[config.mk]
export PLATFORM = sky130hd
export DESIGN_NAME = rslp_top
export DESIGN_NICKNAME = d
export VERILOG_FILES = /design/src/design/rslp_pkg.sv /design/src/design/rslp_sync.sv /design/src/design/rslp_rst_pulse.sv /design/src/design/rslp_top.sv
export SDC_FILE = /design/constraint.sdc
export NUM_CORES = 1
export LEC_CHECK = 0
export ABC_AREA = 1
export BUFFER_PORTS_ARGS = -buffer_cell sky130_fd_sc_hd__buf_4
export CELL_PAD_IN_SITES_DETAIL_PLACEMENT = 1
export CELL_PAD_IN_SITES_GLOBAL_PLACEMENT = 2
export CORE_ASPECT_RATIO = 1.4
export CORE_MARGIN = 4
export CORE_UTILIZATION = 27
export DETAILED_ROUTE_END_ITERATION = 16
export PLACE_DENSITY_LB_ADDON = 0.1
export SLEW_MARGIN = 10
export SYNTH_ARGS = -nofsm -noshare
export SYNTH_HDL_FRONTEND = slang
export SYNTH_SLANG_ARGS = --single-unit
[constraint.sdc]
create_clock -name mclk -period 1.9 [get_ports mclk]
set_input_delay 0.19 -clock mclk [delete_from_list [all_inputs] [get_ports mclk]]
set_output_delay 0.19 -clock mclk [all_outputs]
set_load 0.02 [all_outputs]
[src/design/rslp_pkg.sv]
package rslp_pkg;

  // register word offsets (byte addresses)
  localparam logic [7:0] ADR_SYS_CTRL_TWO   = 8'h00;
  localparam logic [7:0] ADR_TIMER_CTRL_TWO = 8'h04;
  localparam logic [7:0] ADR_EVT_STATUS     = 8'h08;
  localparam logic [7:0] ADR_EVT_CLEAR      = 8'h0c;
  localparam logic [7:0] ADR_EVT_ENABLE     = 8'h10;
  localparam logic [7:0] ADR_RST_CAUSE      = 8'h14;

  // sys_control_reg_two fields
  localparam int SCR_LP_ENABLE   = 0;
  localparam int SCR_OSC_DET_OFF = 2;
  localparam int SCR_OSC_RST_EN  = 5;
  localparam int SCR_MODE_LO     = 6;
  localparam int SCR_MODE_HI     = 7;
  localparam logic [7:0] SCR_RESET = 8'h00;

  // timer_one_control_reg_two fields
  localparam int TCR_WD_FLAG = 5;
  localparam int TCR_WD_RSTEN = 7;

  // event bits, shared by status, clear, enable and cause
  localparam int EVT_WD     = 0;
  localparam int EVT_OSC    = 1;
  localparam int EVT_EXT    = 2;
  localparam int EVT_KEY    = 3;
  localparam int EVT_LP     = 4;
  localparam int EVT_W      = 5;

  // default mode select encodings
  localparam logic [1:0] MODE_HALT_DEF    = 2'h3;
  localparam logic [1:0] MODE_STANDBY_DEF = 2'h2;
  localparam logic [1:0] MODE_IDLE_DEF    = 2'h1;

  // system reset pulse length
  localparam int CLK_PERIOD_PS  = 4000;
  localparam int SYS_RST_MIN_NS = 100;
  localparam int SYS_RST_CYCLES =
    (SYS_RST_MIN_NS * 1000 + CLK_PERIOD_PS - 1) / CLK_PERIOD_PS;

  typedef struct packed {
    logic        cyc;
    logic        stb;
    logic        we;
    logic [7:0]  adr;
    logic [3:0]  sel;
    logic [31:0] dat;
  } rslp_wb_req_t;

  typedef struct packed {
    logic wd_overflow;
    logic wd_key_error;
    logic lp_request;
    logic lp_wake;
  } rslp_core_evt_t;

  typedef enum logic [1:0] {
    LP_RUN,
    LP_IDLE,
    LP_STANDBY,
    LP_HALT
  } rslp_lp_state_t;

endpackage : rslp_pkg

[src/design/rslp_sync.sv]
`timescale 1ns/1ps
module rslp_sync #(
  parameter logic RESET_VAL = 1'b0
) (
  // clock and reset
  input  wire logic mclk,
  input  wire logic rst,
  // level in and out
  input  wire logic din,
  output logic      dout
);

  logic meta_q;

  // first stage feeds only the second
  always_ff @(posedge mclk or posedge rst) begin
    if (rst) begin
      meta_q <= RESET_VAL;
      dout   <= RESET_VAL;
    end else begin
      meta_q <= din;
      dout   <= meta_q;
    end
  end

endmodule : rslp_sync

[src/design/rslp_rst_pulse.sv]
`timescale 1ns/1ps
module rslp_rst_pulse #(
  parameter int CYCLES = rslp_pkg::SYS_RST_CYCLES
) (
  // clock and reset
  input  wire logic mclk,
  input  wire logic rst,
  // trigger and stretched reset
  input  wire logic start,
  output logic      busy_q
);

  localparam int CW = $clog2(CYCLES + 1);
  localparam logic [CW-1:0] LOAD = CW'(CYCLES);

  logic [CW-1:0] cnt_q;
  logic [CW-1:0] cnt_d;

  // triggers while busy reload the count, stretching the running pulse
  assign cnt_d = start ? LOAD :
                 (cnt_q != '0) ? cnt_q - CW'(1) : cnt_q;

  always_ff @(posedge mclk or posedge rst) begin
    if (rst) begin
      cnt_q  <= '0;
      busy_q <= 1'b0;
    end else begin
      cnt_q  <= cnt_d;
      busy_q <= (cnt_d != '0);
    end
  end

endmodule : rslp_rst_pulse

[src/design/rslp_top.sv]
// Operation
// - mode bits 6 and 7 of system control two pick halt, standby, idle
// - mask variant contact option can disable halt and standby for good
// - other variants enable halt and standby only through software bit 0; idle needs no enable
// - newer revision: timer control two bit 5 set after watchdog reset
// - newer: flag cleared by writing zero or non-watchdog reset only
// - newer: watchdog overflow resets regardless of the flag
// - original: flag marks overflow; clearing depends on reset enable
// - original: overflow does not reset while the flag stays set
// - newer: reset enable bit 7 cleared by every system reset
// - original: reset enable cleared only by power-up reset
// - newer: system control two bit 2 reserved, writes have no effect
// - newer: oscillator fault always resets; bit 5 reserved
// - original: bit 5 enables fault reset when detect-off is clear
`timescale 1ns/1ps
module rslp_top #(
  parameter logic       REV_NEWER      = 1'b1,
  parameter logic       MASK_VARIANT   = 1'b0,
  parameter logic       LP_CONTACT_OFF = 1'b0,
  parameter logic [1:0] MODE_HALT      = rslp_pkg::MODE_HALT_DEF,
  parameter logic [1:0] MODE_STANDBY   = rslp_pkg::MODE_STANDBY_DEF,
  parameter logic [1:0] MODE_IDLE      = rslp_pkg::MODE_IDLE_DEF,
  parameter int         RST_CYCLES     = rslp_pkg::SYS_RST_CYCLES
) (
  // clock and power-up reset
  input  wire logic                   mclk,
  input  wire logic                   rst,
  // wishbone slave
  input  wire rslp_pkg::rslp_wb_req_t wb_req,
  output logic                        wb_ack_o,
  output logic [31:0]                 wb_dat_o,
  // core events, same clock
  input  wire rslp_pkg::rslp_core_evt_t core_evt,
  // pins
  input  wire logic                   osc_fault,
  input  wire logic                   ext_reset_n,
  // system reset and low-power state
  output logic                        sys_reset_o,
  output logic                        lp_halt_o,
  output logic                        lp_standby_o,
  output logic                        lp_idle_o,
  // interrupt
  output logic                        irq_o
);

  localparam int EW = rslp_pkg::EVT_W;

  // byte lane 0 write helper, used for system control two and the event clear and enable writes
  function automatic logic [7:0] lane0(input logic [7:0] old,
                                       input logic [3:0] sel,
                                       input logic [31:0] dat);
    lane0 = sel[0] ? dat[7:0] : old;
  endfunction : lane0

  // address match, shared by every write strobe
  function automatic logic adr_hit(input logic [7:0] adr,
                                   input logic [7:0] off);
    adr_hit = (adr == off);
  endfunction : adr_hit

  // synchronised pins
  logic osc_fault_s;
  logic ext_reset_n_s;

  rslp_sync #(.RESET_VAL(1'b0)) u_sync_osc (
    .mclk (mclk),
    .rst  (rst),
    .din  (osc_fault),
    .dout (osc_fault_s)
  );

  rslp_sync #(.RESET_VAL(1'b1)) u_sync_ext (
    .mclk (mclk),
    .rst  (rst),
    .din  (ext_reset_n),
    .dout (ext_reset_n_s)
  );

  // registers
  logic [7:0]    scr_q;
  logic [7:0]    scr_d;
  logic          wd_flag_q;
  logic          wd_flag_d;
  logic          wd_rsten_q;
  logic          wd_rsten_d;
  logic [EW-1:0] evt_status_q;
  logic [EW-1:0] evt_status_d;
  logic [EW-1:0] evt_en_q;
  logic [EW-1:0] evt_en_d;
  logic [EW-1:0] cause_q;
  logic [EW-1:0] cause_d;
  rslp_pkg::rslp_lp_state_t lp_q;
  rslp_pkg::rslp_lp_state_t lp_d;

  // bus decode; write lands on the edge where ack is seen
  wire bus_req  = wb_req.cyc & wb_req.stb;
  wire bus_wr   = bus_req & wb_req.we & wb_ack_o;
  wire wr_scr   = bus_wr & adr_hit(wb_req.adr, rslp_pkg::ADR_SYS_CTRL_TWO);
  wire wr_tcr   = bus_wr & adr_hit(wb_req.adr, rslp_pkg::ADR_TIMER_CTRL_TWO);
  wire wr_clr   = bus_wr & adr_hit(wb_req.adr, rslp_pkg::ADR_EVT_CLEAR);
  wire wr_en    = bus_wr & adr_hit(wb_req.adr, rslp_pkg::ADR_EVT_ENABLE);
  wire [7:0] wr_byte = lane0(8'h00, wb_req.sel, wb_req.dat);

  // reserved bits on the newer revision read zero
  wire [7:0] scr_mask = REV_NEWER ? ~((8'h01 << rslp_pkg::SCR_OSC_DET_OFF)
                                     | (8'h01 << rslp_pkg::SCR_OSC_RST_EN))
                                  : 8'hff;
  wire [7:0] scr_rd = scr_q & scr_mask;
  wire [7:0] tcr_rd = ({7'h00, wd_rsten_q} << rslp_pkg::TCR_WD_RSTEN)
                    | ({7'h00, wd_flag_q} << rslp_pkg::TCR_WD_FLAG);

  logic [31:0] rd_mux;
  always_comb begin
    rd_mux = 32'h0000_0000;
    unique case (wb_req.adr)
      rslp_pkg::ADR_SYS_CTRL_TWO:   rd_mux = {24'h00_0000, scr_rd};
      rslp_pkg::ADR_TIMER_CTRL_TWO: rd_mux = {24'h00_0000, tcr_rd};
      rslp_pkg::ADR_EVT_STATUS:     rd_mux = {27'h000_0000, evt_status_q};
      rslp_pkg::ADR_EVT_ENABLE:     rd_mux = {27'h000_0000, evt_en_q};
      rslp_pkg::ADR_RST_CAUSE:      rd_mux = {27'h000_0000, cause_q};
      default:                      rd_mux = 32'h0000_0000;
    endcase
  end

  // reset trigger sources
  logic sys_busy;
  wire wd_ov  = core_evt.wd_overflow;
  // original keeps a set flag as a block on further watchdog resets
  wire wd_trip = wd_ov & wd_rsten_q
               & (REV_NEWER | ~wd_flag_q);
  // original needs detect-off clear; software keeps it clear
  wire osc_trip = osc_fault_s
                & (REV_NEWER | (scr_q[rslp_pkg::SCR_OSC_RST_EN]
                   & ~scr_q[rslp_pkg::SCR_OSC_DET_OFF]));
  wire ext_trip = ~ext_reset_n_s;
  wire key_trip = core_evt.wd_key_error;
  wire any_trip = (wd_trip | osc_trip | ext_trip | key_trip) & ~sys_busy;
  // pin and fault sources win over the watchdog when they coincide
  wire is_wd_rst = wd_trip & ~osc_trip & ~ext_trip & ~key_trip;

  wire [EW-1:0] trip_vec;
  assign trip_vec[rslp_pkg::EVT_WD]  = is_wd_rst;
  assign trip_vec[rslp_pkg::EVT_OSC] = osc_trip;
  assign trip_vec[rslp_pkg::EVT_EXT] = ext_trip;
  assign trip_vec[rslp_pkg::EVT_KEY] = key_trip;
  assign trip_vec[rslp_pkg::EVT_LP]  = 1'b0;

  rslp_rst_pulse #(.CYCLES(RST_CYCLES)) u_rst_pulse (
    .mclk   (mclk),
    .rst    (rst),
    .start  (any_trip),
    .busy_q (sys_busy)
  );

  // watchdog flag
  always_comb begin
    wd_flag_d = wd_flag_q;
    if (wr_tcr & wb_req.sel[0] & ~wb_req.dat[rslp_pkg::TCR_WD_FLAG])
      wd_flag_d = 1'b0;
    if (REV_NEWER) begin
      if (any_trip)
        wd_flag_d = is_wd_rst;
    end else begin
      if (any_trip & ~wd_rsten_q)
        wd_flag_d = 1'b0;
      if (wd_ov)
        wd_flag_d = 1'b1;
    end
  end

  // watchdog reset enable
  always_comb begin
    wd_rsten_d = wd_rsten_q;
    if (wr_tcr & wb_req.sel[0])
      wd_rsten_d = wb_req.dat[rslp_pkg::TCR_WD_RSTEN];
    if (REV_NEWER & any_trip)
      wd_rsten_d = 1'b0;
    // original: only the power-up reset clears it
  end

  // system control two, cleared by any system reset
  always_comb begin
    scr_d = scr_q;
    if (wr_scr)
      scr_d = lane0(scr_q, wb_req.sel, wb_req.dat);
    if (any_trip)
      scr_d = rslp_pkg::SCR_RESET;
  end

  // low-power mode control
  wire [1:0] mode_sel = scr_q[rslp_pkg::SCR_MODE_HI:rslp_pkg::SCR_MODE_LO];
  // contact option only exists on mask variants
  wire lp_contact_ok = ~(MASK_VARIANT & LP_CONTACT_OFF);
  wire lp_allowed = lp_contact_ok
                  & scr_q[rslp_pkg::SCR_LP_ENABLE];
  wire lp_enter = core_evt.lp_request & (lp_q == rslp_pkg::LP_RUN)
                & ~sys_busy;

  always_comb begin
    lp_d = lp_q;
    if (lp_enter) begin
      if (mode_sel == MODE_IDLE)
        lp_d = rslp_pkg::LP_IDLE;
      else if ((mode_sel == MODE_HALT) & lp_allowed)
        lp_d = rslp_pkg::LP_HALT;
      else if ((mode_sel == MODE_STANDBY) & lp_allowed)
        lp_d = rslp_pkg::LP_STANDBY;
    end else if (core_evt.lp_wake) begin
      lp_d = rslp_pkg::LP_RUN;
    end
    if (any_trip | sys_busy)
      lp_d = rslp_pkg::LP_RUN;
  end

  wire lp_entered = (lp_q == rslp_pkg::LP_RUN)
                  & (lp_d != rslp_pkg::LP_RUN);

  // interrupt status; a set in the clearing cycle wins
  wire [EW-1:0] evt_set = (any_trip ? trip_vec : '0)
                        | ({{(EW-1){1'b0}}, lp_entered} << rslp_pkg::EVT_LP);
  wire [EW-1:0] clr_bits = wr_clr ? wr_byte[EW-1:0] : '0;
  assign evt_status_d = (evt_status_q & ~clr_bits) | evt_set;
  assign evt_en_d = wr_en ? wr_byte[EW-1:0] : evt_en_q;
  assign cause_d = any_trip ? trip_vec : cause_q;

  // control state; system resets act through the _d terms
  always_ff @(posedge mclk or posedge rst) begin
    if (rst) begin
      scr_q <= rslp_pkg::SCR_RESET;
      lp_q  <= rslp_pkg::LP_RUN;
    end else begin
      scr_q <= scr_d;
      lp_q  <= lp_d;
    end
  end

  // only the power-up reset reaches these directly
  always_ff @(posedge mclk or posedge rst) begin
    if (rst) begin
      wd_flag_q  <= 1'b0;
      wd_rsten_q <= 1'b0;
    end else begin
      wd_flag_q  <= wd_flag_d;
      wd_rsten_q <= wd_rsten_d;
    end
  end

  // event registers
  always_ff @(posedge mclk or posedge rst) begin
    if (rst) begin
      evt_status_q <= '0;
      evt_en_q     <= '0;
      cause_q      <= '0;
    end else begin
      evt_status_q <= evt_status_d;
      evt_en_q     <= evt_en_d;
      cause_q      <= cause_d;
    end
  end

  // output next values; outputs follow lp_d so they lag no cycle
  wire lp_halt_d    = (lp_d == rslp_pkg::LP_HALT);
  wire lp_standby_d = (lp_d == rslp_pkg::LP_STANDBY);
  wire lp_idle_d    = (lp_d == rslp_pkg::LP_IDLE);
  wire sys_reset_d  = any_trip | sys_busy;
  wire irq_d        = |(evt_status_d & evt_en_d);
  // one-cycle ack; a held request gets a gap before the next
  wire ack_d        = bus_req & ~wb_ack_o;

  // registered outputs
  always_ff @(posedge mclk or posedge rst) begin
    if (rst) begin
      wb_ack_o     <= 1'b0;
      wb_dat_o     <= 32'h0000_0000;
      sys_reset_o  <= 1'b0;
      lp_halt_o    <= 1'b0;
      lp_standby_o <= 1'b0;
      lp_idle_o    <= 1'b0;
      irq_o        <= 1'b0;
    end else begin
      wb_ack_o     <= ack_d;
      wb_dat_o     <= rd_mux;
      sys_reset_o  <= sys_reset_d;
      lp_halt_o    <= lp_halt_d;
      lp_standby_o <= lp_standby_d;
      lp_idle_o    <= lp_idle_d;
      irq_o        <= irq_d;
    end
  end

endmodule : rslp_top

==> impl_metrics.json <==
{
  "maxSlewViolCount": 0,
  "period_share_pct": 90.04,
  "netlist-cell-type-count": 34,
  "post_drt_wl_per_cell_microns": 13.66,
  "yosys_warnings": 0,
  "max-clock-path-buffers": 2,
  "detail-route-antenna-nets": 0,
  "finalNetCount": 392,
  "critical_path.startpoint_type": "flop",
  "grt_first_pass_wirelength_microns": 10030,
  "antenna_found_initial": 0,
  "drcViolationCount": 0,
  "die_width_microns": 87.28,
  "critical_path.max_fanout": 14,
  "final-hold-violation-count": 0,
  "routabilityCongestion": 0.7264,
  "required_time_at_the_endpoint_of_the_critical_path_ns": 2.13,
  "netlist_instances": 280,
  "outcome": "completed",
  "cts_made_buffers": 5,
  "grt_use_total_pct": 12.64,
  "rows": 40,
  "vdd_drop_max_mv": 0.3374,
  "via_count_of_the_first_global_routing_pass": 2003,
  "clock_tree_from_tritoncts": "built",
  "timing.critical_path.to_type": "flop",
  "clk_pin_slew_ns": 0.07,
  "cts_num_sinks": 48,
  "fin_crit_ns": 1.711,
  "final_report_setup_violation_count": 0,
  "core_sq_mm": 0.008608,
  "clk-insertion-delay-late_ns": 0.29,
  "postSynthRegisterBits": 48,
  "drt_first_iter_violations": 85,
  "drt_pass1_iterations": 4,
  "clock-root-buffer": "sky130_fd_sc_hd__clkbuf_16",
  "mostFrequentLayoutCells": "78 x sky130_fd_sc_hd__nand2_1, 47 x sky130_fd_sc_hd__buf_4, 46 x sky130_fd_sc_hd__dfrtp_1",
  "layout_commonest_cell": "sky130_fd_sc_hd__nand2_1",
  "per_cell_via_count_in_the_routed_design": 4.313,
  "cellLeakagePower_nw": 1.599,
  "deepest_level_of_the_cts_h_tree": 2,
  "drive_gt1_share_pct": 22.92,
  "grt_setup_unrepaired": "false",
  "post_route_clock_skew_ns": 0.004420,
  "io_buf_count": 41,
  "die_area_sq_mm": 0.01039,
  "worstPathArrival_ns": 1.94,
  "floorplan.io_pins": 93,
  "setup_crit_start": "u_sync_ext.dout",
  "tns_ns": 0,
  "path_class": "reg -> reg",
  "regToRegStartpoint": "u_sync_ext.dout",
  "syn2layout_area_growth_pct": 25.28,
  "timing.hold.worst.start": "wb_req[6]",
  "die_height_microns": 119.0,
  "via_count": 1902,
  "relSlewSlack_pct": 66.52,
  "drt_wl_total_microns": 6025,
  "power_density_mw_per_mm2": 1043,
  "grt-ovfl-total": 0,
  "syn_area_sq_mm": 0.002376,
  "synth.avg_cell_area_sq_um": 8.486,
  "tightest_slew_ns": 0.4976,
  "total_power_w": 0.003104,
  "hpwl_detailed_microns": 4636,
  "starting_density_pct": 27.60,
  "hold_removal_path_class": "in -> reg",
  "synth.yosys.seq_area_share_pct": 50.66,
  "maxCapViolations": 0,
  "timing.fmax_ghz": 0.5845,
  "maximum_number_of_pins_on_one_net_before_global_route_repair": 46,
  "n_antenna_cell": 0
}
synthesized netlist by cell type (all sizes together):
library cell,n,share of area (%)
buf,26,8.1
nor3b,1,0.53
nand2,81,13
inv,35,5.5
and2,1,0.26
dfstp,2,2.2
nand3,23,5.6
nor2,23,4.9
or2,1,0.26
clkinv,2,0.32
a22o,1,0.37
dfrtp,46,48
nand4,3,0.79
nor4,2,0.53
ha,2,1.1
nor3,5,1.3
o21ai,15,3.2
a21boi,1,0.32
a21oi,2,0.42
o2111ai,1,0.37
xor2,3,1.1
o211ai,3,0.95
conb,1,0.16
repair_timing:
action / 4_1_cts / 5_1_grt
endpoints found under the setup margin: 0 / 1
buffers inserted: 0 / 0
gates resized for setup: 0 / 1
endpoints found under the hold margin: 5 / 0
hold buffers: 3 / 0
sequential cells by signal (all words and copies together) (netlist names):
signal	count
cause_q	4
evt_en_q	5
evt_status_q	5
irq_o	1
lp_halt_o	1
lp_idle_o	1
lp_q	2
lp_standby_o	1
scr_q	6
sys_reset_o	1
u_rst_pulse.busy_q	1
u_rst_pulse.cnt_q	5
u_sync_ext.dout	1
u_sync_ext.meta_q	1
u_sync_osc.dout	1
u_sync_osc.meta_q	1
wb_ack_o	1
wb_dat_o	8
wd_flag_q	1
wd_rsten_q	1
layout make-up:
| class | instances | area, sq um |
|---|---|---|
| Timing Repair Buffer | 51 | 402.9 |
| Tap cell | 105 | 131.4 |
| Clock buffer | 5 | 125.1 |
| Fill cell | 1035 | 5632 |
| Inverter | 37 | 138.9 |
| Sequential cell | 48 | 1204 |
| Multi-Input combinational cell | 192 | 932.1 |
| Clock inverter | 3 | 42.54 |
metrics by stage:
step                      instances  hold WS, ns  area, sq um  setup WS [ns]  util (%)
after floorplan                 303       0.1945         2462         0.4823         -
after global routing            441       0.1507         2977        0.01224     34.58
after detailed placement        430      0.07442         2774         0.1991     32.22
after CTS                       441       0.1364         2972         0.1800     34.52
final                           441       0.1400         2977         0.1893     34.58
after global placement          430      0.07408         2774         0.2240     32.22
critical path, stage by stage (launching register included):
cell and delay [ns]:
sky130_fd_sc_hd__dfstp_2 0.53, sky130_fd_sc_hd__inv_2 0.04, sky130_fd_sc_hd__nor3_2 0.21, sky130_fd_sc_hd__nand2_1 0.14
sky130_fd_sc_hd__nand2_2 0.09, sky130_fd_sc_hd__buf_4 0.22, sky130_fd_sc_hd__nand2_2 0.19, sky130_fd_sc_hd__inv_2 0.12
sky130_fd_sc_hd__nand2_1 0.05, sky130_fd_sc_hd__o21ai_1 0.06
layer usage:
metal / GRT usage (%) / wire length (microns) / vias to the layer above
li1: - / - / 939
met1: 15.10 / 2443 / 915
met2: 21.65 / 3197 / 42
met3: 2.699 / 279 / 6
met4: 4.894 / 105 / 0
met5: 0 / 0 / -
final timing paths:
check | to | slack (ns) | cells past startpoint
setup reg to reg | scr_q[7] | 0.19 | 9
setup / recovery | scr_q[7] | 0.19 | 9
hold reg to reg | u_sync_osc.dout | 0.35 | 0
max in group asynchronous | u_sync_ext.meta_q | 1.07 | 4
hold / removal | scr_q[6] | 0.14 | 3
min in group asynchronous | wb_dat_o[4] | 0.32 | 3
cells by family after synthesis:
logic type                 after synthesis  share of synthesized area, %
AOI/OAI and AO/OA                       23                         5.582
buffers and inverters                   63                         13.95
and+or+nand+nor                        140                         27.49
xor gates and xnor gates                 3                         1.106
adders and majority gates                2                         1.053
DFF                                     48                         50.66
other                                    1                        0.1578
where the power goes:
| part | switching, W | internal (W) | leakage [nW] | total [W] |
|---|---|---|---|---|
| Clock | 0.000403 | 0.000619 | 0.0798 | 0.00102 |
| Sequential | 0.0000916 | 0.00121 | 0.613 | 0.00131 |
| Combinational | 0.000507 | 0.000270 | 0.906 | 0.000777 |
Power figures use the tool's default switching activity.
